--- src/hw/kef_pkg.sv ---
// Package for the key-event queue readout: register address, byte layout,
// reserved event codes and the event record carried into the queue.
// Assumes the command decoder of the serial port lives outside this block.
package kef_pkg;
   localparam logic [7:0] KEY_EVENT_QUEUE_ADDR = 8'h00;
   localparam int         KEY_W                = 6;
   localparam int         RELEASE_BIT          = 6;
   localparam int         MORE_BIT             = 7;
   localparam logic [5:0] CODE_ALL_ONES        = 6'h3f;
   localparam logic [5:0] CODE_REPEAT          = 6'h3e;
   localparam logic [5:0] KEY_HIGH_A           = 6'h3e;
   localparam logic [5:0] KEY_HIGH_B           = 6'h3f;
   localparam int         QUEUE_DEPTH          = 16;

   typedef enum logic [1:0] {
      EV_PRESS,
      EV_RELEASE,
      EV_REPEAT
   } kef_kind_t;

   typedef struct packed {
      kef_kind_t  kind;
      logic [5:0] key;
   } kef_event_t;
endpackage : kef_pkg

--- src/hw/kef_readout.sv ---
// Key-event queue with its host readout register.
// Assumes the debounce logic delivers one event per push pulse and the
// serial slave presents a one-cycle read strobe with the command address.
`timescale 1ns/1ps
`default_nettype none

// How it works
// - Low six bits hold key number.
// - Bit six set for release events.
// - Bit seven flags more queued events.
// - Overflow byte reported first, queue still readable.
// - Repeat code 111110, bit six means more.
// - Keys 62 and 63 always set bit seven.
// - Queue is one byte at address 0x00.
module kef_readout #(
   parameter int DEPTH = kef_pkg::QUEUE_DEPTH
) (
   // Clock and reset.
   input  wire logic               sys_clk,
   input  wire logic               reset,
   // Event source.
   input  wire logic               ev_push,
   input  wire kef_pkg::kef_event_t ev_data,
   // Host register read.
   input  wire logic               rd_strobe,
   input  wire logic [7:0]         rd_addr,
   output logic      [7:0]         rd_data_ff,
   output logic                    rd_valid_ff,
   // Status.
   output logic                    overflow_ff
);
   localparam int AW = $clog2(DEPTH);

   // ==========================================================================
   // Queue storage.
   kef_pkg::kef_event_t mem [DEPTH];
   logic [AW-1:0] wp_ff, rp_ff, nxt_wp, nxt_rp;
   // The count is one bit wider than the pointers, so a full queue and an empty one differ.
   logic [AW:0]   cnt_ff, nxt_cnt;
   logic          nxt_ovf;
   logic [7:0]    nxt_rd_data;
   logic          nxt_rd_valid;
   logic          pop, push_ok, full;
   kef_pkg::kef_event_t head;
   logic          more;
   logic          rd_hit;

   assign full    = (cnt_ff == (AW+1)'(DEPTH));
   assign head    = mem[rp_ff];
   assign more    = (cnt_ff > (AW+1)'(1));
   // Address match seen by the checks below; the read path decodes the strobe itself.
   assign rd_hit  = rd_strobe && (rd_addr == kef_pkg::KEY_EVENT_QUEUE_ADDR);

   // The array has no reset: the count alone says which words are live,
   // so words left over from before a reset are never returned.
   always_ff @(posedge sys_clk) begin
      if (push_ok) begin
         mem[wp_ff] <= ev_data;
      end
   end

   // ==========================================================================
   // Read decode and byte formatting.
   always_comb begin
      logic hit;
      hit          = rd_strobe && (rd_addr == kef_pkg::KEY_EVENT_QUEUE_ADDR);
      push_ok      = ev_push && !full;
      pop          = 1'b0;
      nxt_ovf      = overflow_ff;
      nxt_rd_valid = hit;
      nxt_rd_data  = rd_data_ff;
      if (hit) begin
         if (overflow_ff) begin
            // Overflow byte comes first; the stored events stay queued.
            nxt_rd_data = {1'b0, 1'b1, kef_pkg::CODE_ALL_ONES};
            nxt_ovf     = 1'b0;
         end else if (cnt_ff == '0) begin
            nxt_rd_data = {1'b0, 1'b0, kef_pkg::CODE_ALL_ONES};
         end else begin
            pop = 1'b1;
            unique case (head.kind)
               kef_pkg::EV_REPEAT:
                  nxt_rd_data = {1'b0, more, kef_pkg::CODE_REPEAT};
               default: begin
                  nxt_rd_data[kef_pkg::KEY_W-1:0]   = head.key;
                  nxt_rd_data[kef_pkg::RELEASE_BIT] = (head.kind == kef_pkg::EV_RELEASE);
                  // Keys 62 and 63 collide with reserved codes, so the host must reread.
                  nxt_rd_data[kef_pkg::MORE_BIT] = more
                     || head.key == kef_pkg::KEY_HIGH_A
                     || head.key == kef_pkg::KEY_HIGH_B;
               end
            endcase
         end
      end
      // A lost event wins over a clear in the same cycle.
      if (ev_push && full && !pop) begin
         nxt_ovf = 1'b1;
      end
      if (ev_push && full && pop) begin
         push_ok = 1'b1;
      end
      nxt_wp  = push_ok ? AW'(wp_ff + 1'b1) : wp_ff;
      nxt_rp  = pop ? AW'(rp_ff + 1'b1) : rp_ff;
      nxt_cnt = cnt_ff + (AW+1)'(push_ok) - (AW+1)'(pop);
   end

   // ==========================================================================
   // Registers.
   always_ff @(posedge sys_clk or posedge reset) begin
      if (reset) begin
         wp_ff       <= '0;
         rp_ff       <= '0;
         cnt_ff      <= '0;
         overflow_ff <= 1'b0;
         rd_data_ff  <= '0;
         rd_valid_ff <= 1'b0;
      end else begin
         wp_ff       <= nxt_wp;
         rp_ff       <= nxt_rp;
         cnt_ff      <= nxt_cnt;
         overflow_ff <= nxt_ovf;
         rd_data_ff  <= nxt_rd_data;
         rd_valid_ff <= nxt_rd_valid;
      end
   end

   // ==========================================================================
   // Checks.
   a_empty_read_code: assert property (@(posedge sys_clk) disable iff (reset)
      rd_strobe && rd_addr == kef_pkg::KEY_EVENT_QUEUE_ADDR && cnt_ff == '0 && !overflow_ff
      |=> rd_valid_ff && rd_data_ff == 8'h3f)
      else $error("empty queue read wrong byte");
   a_overflow_code: assert property (@(posedge sys_clk) disable iff (reset)
      rd_strobe && rd_addr == kef_pkg::KEY_EVENT_QUEUE_ADDR && overflow_ff
      |=> rd_data_ff == 8'h7f && $stable(cnt_ff))
      else $error("overflow byte wrong");
   a_key_number: assert property (@(posedge sys_clk) disable iff (reset)
      rd_strobe && rd_addr == kef_pkg::KEY_EVENT_QUEUE_ADDR && !overflow_ff && cnt_ff != '0
      && head.kind != kef_pkg::EV_REPEAT |=> rd_data_ff[5:0] == $past(head.key))
      else $error("key number wrong");
   a_release_flag: assert property (@(posedge sys_clk) disable iff (reset)
      rd_strobe && rd_addr == kef_pkg::KEY_EVENT_QUEUE_ADDR && !overflow_ff && cnt_ff != '0
      && head.kind != kef_pkg::EV_REPEAT |=> rd_data_ff[6] == ($past(head.kind) == kef_pkg::EV_RELEASE))
      else $error("release flag wrong");
   a_more_flag: assert property (@(posedge sys_clk) disable iff (reset)
      rd_strobe && rd_addr == kef_pkg::KEY_EVENT_QUEUE_ADDR && !overflow_ff && cnt_ff != '0
      && head.kind != kef_pkg::EV_REPEAT && head.key < 6'h3e |=> rd_data_ff[7] == $past(more))
      else $error("more flag wrong");
   a_repeat_code: assert property (@(posedge sys_clk) disable iff (reset)
      rd_strobe && rd_addr == kef_pkg::KEY_EVENT_QUEUE_ADDR && !overflow_ff && cnt_ff != '0
      && head.kind == kef_pkg::EV_REPEAT |=> rd_data_ff == {1'b0, $past(more), 6'h3e})
      else $error("repeat byte wrong");
   a_high_keys: assert property (@(posedge sys_clk) disable iff (reset)
      rd_strobe && rd_addr == kef_pkg::KEY_EVENT_QUEUE_ADDR && !overflow_ff && cnt_ff != '0
      && head.kind != kef_pkg::EV_REPEAT && head.key >= 6'h3e |=> rd_data_ff[7])
      else $error("high key lost bit seven");
   a_other_addr: assert property (@(posedge sys_clk) disable iff (reset)
      rd_strobe && rd_addr != kef_pkg::KEY_EVENT_QUEUE_ADDR |=> !rd_valid_ff && ($stable(cnt_ff) || $past(ev_push)))
      else $error("foreign address touched queue");

   // ==========================================================================
   // Checks on the read handshake.
   a_read_answer: assert property (@(posedge sys_clk) disable iff (reset)
      rd_hit |=> rd_valid_ff)
      else $error("accepted read gave no valid pulse");
   a_valid_single: assert property (@(posedge sys_clk) disable iff (reset)
      !rd_hit |=> !rd_valid_ff)
      else $error("valid pulse without a read");
   a_data_hold: assert property (@(posedge sys_clk) disable iff (reset)
      !rd_hit |=> $stable(rd_data_ff))
      else $error("read byte changed without a read");

   // ==========================================================================
   // Checks on the queue bookkeeping.
   // A push into a full queue is kept when the same cycle pops the head.
   a_full_swap: assert property (@(posedge sys_clk) disable iff (reset)
      ev_push && full && rd_hit && !overflow_ff
      |=> $stable(cnt_ff) && !overflow_ff)
      else $error("push beside a pop of a full queue was lost");
   // Any other push into a full queue is lost, and the mark wins over a clear.
   a_overflow_set: assert property (@(posedge sys_clk) disable iff (reset)
      ev_push && full && !(rd_hit && !overflow_ff)
      |=> overflow_ff && $stable(cnt_ff))
      else $error("lost event not flagged");
   a_overflow_keep: assert property (@(posedge sys_clk) disable iff (reset)
      overflow_ff && !rd_hit
      |=> overflow_ff)
      else $error("overflow mark dropped without a read");
   a_overflow_clear: assert property (@(posedge sys_clk) disable iff (reset)
      overflow_ff && rd_hit && !ev_push
      |=> !overflow_ff && rd_data_ff == 8'h7f)
      else $error("overflow byte read did not clear the mark");
   a_push_one: assert property (@(posedge sys_clk) disable iff (reset)
      ev_push && !full && !rd_hit
      |=> cnt_ff == $past(cnt_ff) + 1'b1)
      else $error("push did not raise the count");
   a_pop_one: assert property (@(posedge sys_clk) disable iff (reset)
      rd_hit && !overflow_ff && cnt_ff != '0 && !ev_push
      |=> cnt_ff == $past(cnt_ff) - 1'b1)
      else $error("read did not lower the count");
   a_count_bound: assert property (@(posedge sys_clk) disable iff (reset)
      cnt_ff <= (AW+1)'(DEPTH))
      else $error("count above the queue depth");
   a_empty_stays: assert property (@(posedge sys_clk) disable iff (reset)
      rd_hit && cnt_ff == '0 && !overflow_ff && !ev_push
      |=> cnt_ff == '0)
      else $error("read of an empty queue moved the count");

   // ==========================================================================
   // Checks on the byte layout that do not lean on the internal more flag.
   a_last_entry: assert property (@(posedge sys_clk) disable iff (reset)
      rd_hit && !overflow_ff && cnt_ff == (AW+1)'(1)
      && head.kind != kef_pkg::EV_REPEAT && head.key < kef_pkg::KEY_HIGH_A
      |=> !rd_data_ff[7])
      else $error("last entry claimed more data");
   a_repeat_more: assert property (@(posedge sys_clk) disable iff (reset)
      rd_hit && !overflow_ff && cnt_ff > (AW+1)'(1) && head.kind == kef_pkg::EV_REPEAT
      |=> rd_data_ff == 8'h7e)
      else $error("repeat with more data wrong");
   a_high_last: assert property (@(posedge sys_clk) disable iff (reset)
      rd_hit && !overflow_ff && cnt_ff == (AW+1)'(1)
      && head.kind != kef_pkg::EV_REPEAT && head.key >= kef_pkg::KEY_HIGH_A
      |=> rd_data_ff[7] && rd_data_ff[5:0] == $past(head.key))
      else $error("last high key byte wrong");
endmodule : kef_readout
`default_nettype wire

--- config.mk ---
export PLATFORM = sky130hd
export DESIGN_NAME = kef_readout
export DESIGN_NICKNAME = d
export VERILOG_FILES = /design/src/hw/kef_pkg.sv /design/src/hw/kef_readout.sv
export SDC_FILE = /design/constraint.sdc
export NUM_CORES = 1
export LEC_CHECK = 0
export BUFFER_PORTS_ARGS = -buffer_cell sky130_fd_sc_hd__buf_2
export CAP_MARGIN = 30
export CORE_UTILIZATION = 65
export DETAILED_ROUTE_END_ITERATION = 7
export PLACE_DENSITY_LB_ADDON = 0.12
export SLEW_MARGIN = 15
export SYNTH_ARGS = -nofsm -noshare
export SYNTH_HDL_FRONTEND = slang
export SYNTH_SLANG_ARGS = --single-unit
--- constraint.sdc ---
create_clock -name sys_clk -period 3.59 [get_ports sys_clk]
set_clock_uncertainty 0.15 [all_clocks]
set_input_delay 0.8975 -clock sys_clk [delete_from_list [all_inputs] [get_ports sys_clk]]
set_output_delay 0.8975 -clock sys_clk [all_outputs]
set_load 0.01 [all_outputs]
==> run summary, run 1 <==
Outcome - complete, no violations
Core footprint - 9200 um2
H-tree Lvls - 4
PortBufs - 29
Ys async rst share - 15.2%
Area leader, netlist - edfxtp_1
Startpoint types - input pin
Fraction of layout cells with a size suffix above 1 - 29.5%
Drt wl/cell - 22.6 um
Syn_nets - 369
Minimum clock period - 2810 ps
P_int - 0.00338 W
Vias per cell - 6.32
Ant diodes - 0
Routability cong. - 0.757
Post-synth EDFFs - 128
Post-CTS Repair Setup Buffers - 0
Unrepaired setup endpoints after global routing - false
Total wire length - 11.7 mm
CTS resizes - 0
Final hold slack - 137 ps
Top_reg_cell synth - edfxtp_1
Post-route ant nets - 0
Most common cell in the netlist - edfxtp_1
WP data required - 3840 ps
Post-synth top area share - 62.8%
Die width - 99.1 um
Vias in the first global route - 3342
Max Fclk - 356 MHz
Sum Neg Setup Slack - 0 ps
Setup-failing EPs final - 0
Post-Syn Instances - 335
Total net switching power - 0.00125 W
Core Rows - 35
Flop pwr share - 48.6%
Nets - 425
Period utilization - 78.3%
Post-route design area - 7110 um2
Total Power - 0.00463 W
Via count - 3254
Die Area - 9810 um2
Max Cap Viol - 0
DRT iter0 DRCs - 300
Synthesized area per cell - 18.3 um2
Maximum buffer depth of the clock tree - 2
Slew HR - 60.2%
Ys Warns - 0
Leakage power total - 2.56 nW
Antenna violations before repair - 0
Num Clock Sinks - 151
Layout area overhead - 16.1%
Peak VDD IR - 0.391 mV
TritonCTS clock tree - yes
Register area share after synthesis - 72.2%
Gr usage total - 26.5%
Clk slew on worst S/H paths - 70 ps
CTS Root Cell - clkbuf_8
Final core occ - 77.3%
Largest net degree at the start of global routing - 28
Combinational power share - 15.3%
Pwr/cell area - 651 nW/um2
Sw frac - 27.0%
Starting density of the core - 66.6%
Final Hold Fails - 0
Hold_buf cts - 0
Pins Over Slew Limit - 0
Gr ovfl total - 0
DRC violations left - 0
CP Max Fanout - 3
Clock share of power - 36.2%
DRT Pass-1 Iters - 6
CP endpoint kind - flip-flop
Tightest Hold Check Type - in -> async
Clk Latency, worst-skew pair - 520 ps
Fillers - 510
Commonest cells in the netlist - edfxtp_1, mux4_2, dfrtp_1
Tightest Pin Transition - 596 ps
Distinct cells, synth - 39
CTS buffer count - 17
Detailed Place HPWL - 7.59 mm
First-pass GRT wire length - 18.1 mm
Synth top area cells - edfxtp_1, mux4_2, dfrtp_1
CP Class - in -> reg
Die Y - 99.1 um
DP Area - 6520 um2
#FFs+latches synth - 151
Num ports - 30
Synthesized area - 6120 um2
Crit path DAT - 3060 ps
cell usage in the layout, fill, tap and decap left out, types with 2 or more instances in the layout:
master	n
nand3_1	3
a21oi_1	2
and2_1	3
inv_8	2
mux2i_1	4
clkbuf_8	2
inv_1	16
xor2_1	4
inv_6	6
buf_2	29
a22oi_1	10
mux4_2	32
a221oi_1	2
clkbuf_16	16
nor4_2	3
clkinvlp_4	2
nand2_1	15
nor2b_1	4
buf_4	18
dfrtp_1	22
o22a_1	5
ha_1	13
nand2b_1	2
nor4_1	2
o21ai_0	6
xnor2_1	5
edfxtp_1	128
nor2_1	18
and3_1	4
nor3_1	7
stage by stage:
step / setup WS, ps / cells
2_1_floorplan: 370 / 335
3_3_place_gp: 297 / 482
3_5_place_dp: 238 / 482
4_1_cts: 784 / 514
5_1_grt: 525 / 515
6_report: 779 / 515
registers in the layout (all words and copies together), names as in the netlist:
register	flops
rp_ff	4
wp_ff	4
cnt_ff	5
overflow_ff	1
rd_data_ff	8
mem	128
rd_valid_ff	1
power groups by stage:
stage	sequential (W)	combinational, W	clock [W]
CTS	0.00225	0.000711	0.00169
floorplan	0.00223	0.000512	0
global route	0.00227	0.000795	0.00176
global placement	0.00227	0.000689	0
finish	0.00225	0.000708	0.00167
detailed placement	0.00228	0.000703	0
worst max-delay path: stages:
cell,delay (ps)
buf_2,100
nor4_1,260
nand3_1,150
inv_2,80
nand2b_1,80
or3_1,350
o21ai_0,100
ha_1,190
inv_1,50
fa_1,390
nor2_1,100
nor2_1,50
nor2_1,80
nor2_1,60
xor2_1,130
layout make-up:
class / instances / area (um2) / share of cell area (%)
clock buffer: 19 / 432 / 6.07
multi-input combinational: 155 / 1590 / 22.4
inverter: 17 / 63.8 / 0.897
clock inverter: 13 / 134 / 1.88
tap: 111 / 139 / 1.95
sequential: 151 / 4420 / 62.2
timing repair buffer: 49 / 328 / 4.61
final timing paths:
path                                from       endpoint  slack, ps  cells past startpoint
max reg2reg                    cnt_ff[2]      cnt_ff[4]        800                     15
max                           rd_addr[2]      cnt_ff[4]        780                     15
max in group asynchronous          reset       rp_ff[0]       2770                      3
min                                reset      cnt_ff[2]        140                      2
min reg2reg                rd_data_ff[7]  rd_data_ff[7]        340                      2
min in group sys_clk       rd_data_ff[7]  rd_data_ff[7]        340                      2
cell families (layout without fill, tap and decap cells):
logic type	count (synthesis)	count (layout)	synth area share (%)
flip-flops	151	151	72.2
AND/OR/NAND/NOR	63	63	4.88
multiplexers	37	37	12.6
AO/OA/AOI/OAI	32	32	3.96
buffers and inverters	29	98	2.10
adder cells (fa/ha/maj)	14	14	2.98
XOR/XNOR	9	9	1.29
layer usage:
metal / up-vias / global-route usage, % / part of all wire (%)
met5: - / 0 / 0
met4: 0 / 11.3 / 2.1
li1: 1435 / - / -
met3: 18 / 6.17 / 6.6
met1: 1641 / 35.9 / 41
met2: 160 / 42.3 / 51
(Power assumes the default switching activity.)
==> run 2: changes to the inputs <==
--- a/config.mk
+++ b/config.mk
@@ -7,7 +7,7 @@
 export LEC_CHECK = 0
 export BUFFER_PORTS_ARGS = -buffer_cell sky130_fd_sc_hd__buf_2
 export CAP_MARGIN = 30
-export CORE_UTILIZATION = 65
+export CORE_UTILIZATION = 60
 export DETAILED_ROUTE_END_ITERATION = 7
 export PLACE_DENSITY_LB_ADDON = 0.12
 export SLEW_MARGIN = 15
==> constraint.sdc (replaced) <==
create_clock -name sys_clk -period 2.8 [get_ports sys_clk]
set_clock_uncertainty 0.15 [all_clocks]
set_input_delay 0.7 -clock sys_clk [delete_from_list [all_inputs] [get_ports sys_clk]]
set_output_delay 0.7 -clock sys_clk [all_outputs]
set_load 0.01 [all_outputs]
==> run summary, run 2 (same netlist as run 1, synthesis figures left out) <==
Period utilization - 92.9%
Most frequent cells in the layout - edfxtp_1, buf_4, mux4_2, buf_2, dfrtp_1
Starting density of the core - 62.4%
First-pass GRT wire length - 18.8 mm
DRT Pass-1 Iters - 4
Num Clock Sinks - 151
Core Rows - 36
Gr ovfl total - 0
Flop pwr share - 46.5%
Final core occ - 75.3%
TritonCTS clock tree - yes
Final Hold Fails - 0
Largest net degree at the start of global routing - 19
Startpoint types - input pin
FF-to-FF Start - cnt_ff[2]
Post-route design area - 7400 um2
Vias per cell - 5.90
Fraction of layout cells with a size suffix above 1 - 34.3%
Dpl cells - 528
Layout area overhead - 20.8%
Via count - 3309
Clk slew on worst S/H paths - 70 ps
Num ports - 30
CP Class - in -> reg
Combinational power share - 15.9%
Clk Latency, worst-skew pair - 520 ps
Minimum clock period - 2600 ps
Reg-to-reg endpoint - cnt_ff[4]
Core footprint - 9820 um2
Biggest regs - mem: 128 flops, rd_data_ff: 8 flops, cnt_ff: 5 flops
Total wire length - 11.9 mm
Sum Neg Setup Slack - 0 ps
CP Max Fanout - 2
P_int - 0.00462 W
Max reg flops - 128
Crit path DAT - 2860 ps
Antenna violations before repair - 0
Hold path cells - 2
Nets - 449
Setup-failing EPs final - 0
CTS buffer count - 17
Post-place setup slack - -336 ps
Beginning of the worst hold path - rd_data_ff[7]
Die Y - 103 um
Total net switching power - 0.00162 W
R2R cell count - 14
Peak VDD IR - 0.599 mV
WP data required - 3060 ps
Hold endpoint - rd_data_ff[7]
Tightest Pin Transition - 621 ps
Final Non-Filler Cells - 561
Outcome - complete, no violations
Max Fclk - 384 MHz
Worst setup margin - 198 ps
Leakage power total - 2.70 nW
Maximum buffer depth of the clock tree - 2
Vias in the first global route - 3418
Pins Over Slew Limit - 0
Ant diodes - 0
Commonest non-fill, non-tap cell in the layout - edfxtp_1
CP endpoint kind - flip-flop
Die Area - 10600 um2
Post-CTS Repair Setup Buffers - 0
DRT iter0 DRCs - 217
Drt wl/cell - 21.2 um
Pwr/cell area - 844 nW/um2
Gr usage total - 26.1%
Sw frac - 26.0%
Die width - 103 um
Routability cong. - 0.825
DRC violations left - 0
Slew HR - 58.6%
DP Area - 6760 um2
Most flop-heavy register - mem
Post-route ant nets - 0
Max Cap Viol - 0
PortBufs - 29
H-tree Lvls - 4
Clock share of power - 37.6%
CTS Root Cell - clkbuf_8
Unrepaired setup endpoints after global routing - false
R2R setup slack - 210 ps
Tightest Hold Check Type - reg -> reg
Detailed Place HPWL - 8.19 mm
## run 2: cell type report
cell class	instances	area (um2)
Sequential cell	151	4420
Fill cell	608	2420
Multi-Input combinational cell	155	1630
Timing Repair Buffer	73	503
Clock buffer	18	418
Clock inverter	14	199
Tap cell	133	166
Inverter	17	63.8
## run 2: repair_timing
item | CTS | global route
endpoints found under the setup margin | 0 | 1
hold endpoints to repair | 8 | 0
resized for setup | 0 | 1
hold buffers | 1 | 0
## run 2: critical path, stage by stage
cell and delay, ps:
buf_2 90, nor4_1 310, nand3_1 170, inv_2 80
nand2b_1 60, or3_1 320, o21ai_0 90, ha_1 190
inv_1 50, fa_1 380, nor2_1 100, nor2_1 50
nor2_1 80, nor2_1 50, xor2_1 130
## run 2: worst max-delay path by stage
stage / start / endpoint / slack (ps) / cells after the start
2_1_floorplan: rd_addr[2] / cnt_ff[4] / -220 / 14
3_3_place_gp: rd_addr[2] / cnt_ff[4] / -240 / 15
3_5_place_dp: rd_addr[2] / cnt_ff[4] / -340 / 15
4_1_cts: cnt_ff[2] / cnt_ff[4] / 190 / 14
5_1_grt: rd_addr[2] / cnt_ff[4] / 9 / 15
6_report: rd_addr[2] / cnt_ff[4] / 200 / 15
## run 2: power by group through the flow
stage | Combinational, W | Clock (W) | Sequential [W]
after global routing | 0.00110 | 0.00247 | 0.00293
final | 0.000993 | 0.00235 | 0.00290
after CTS | 0.000999 | 0.00238 | 0.00290
after global placement | 0.000965 | 0 | 0.00292
after floorplan | 0.000691 | 0 | 0.00286
after detailed placement | 0.000988 | 0 | 0.00294
## run 2: through the flow
stage,power (W),hold slack (ps)
4_1_cts,0.00628,328
3_3_place_gp,0.00389,309
2_1_floorplan,0.00355,364
5_1_grt,0.00650,354
6_report,0.00624,332
3_5_place_dp,0.00392,321
## run 2: layer usage
metal / vias up / track usage, % / share of wire [%]
li1: 1488 / - / -
met1: 1711 / 33.6 / 41
met2: 100 / 43.4 / 51
met3: 10 / 6.98 / 6.6
met4: 0 / 8.78 / 1.1
met5: - / 0 / 0
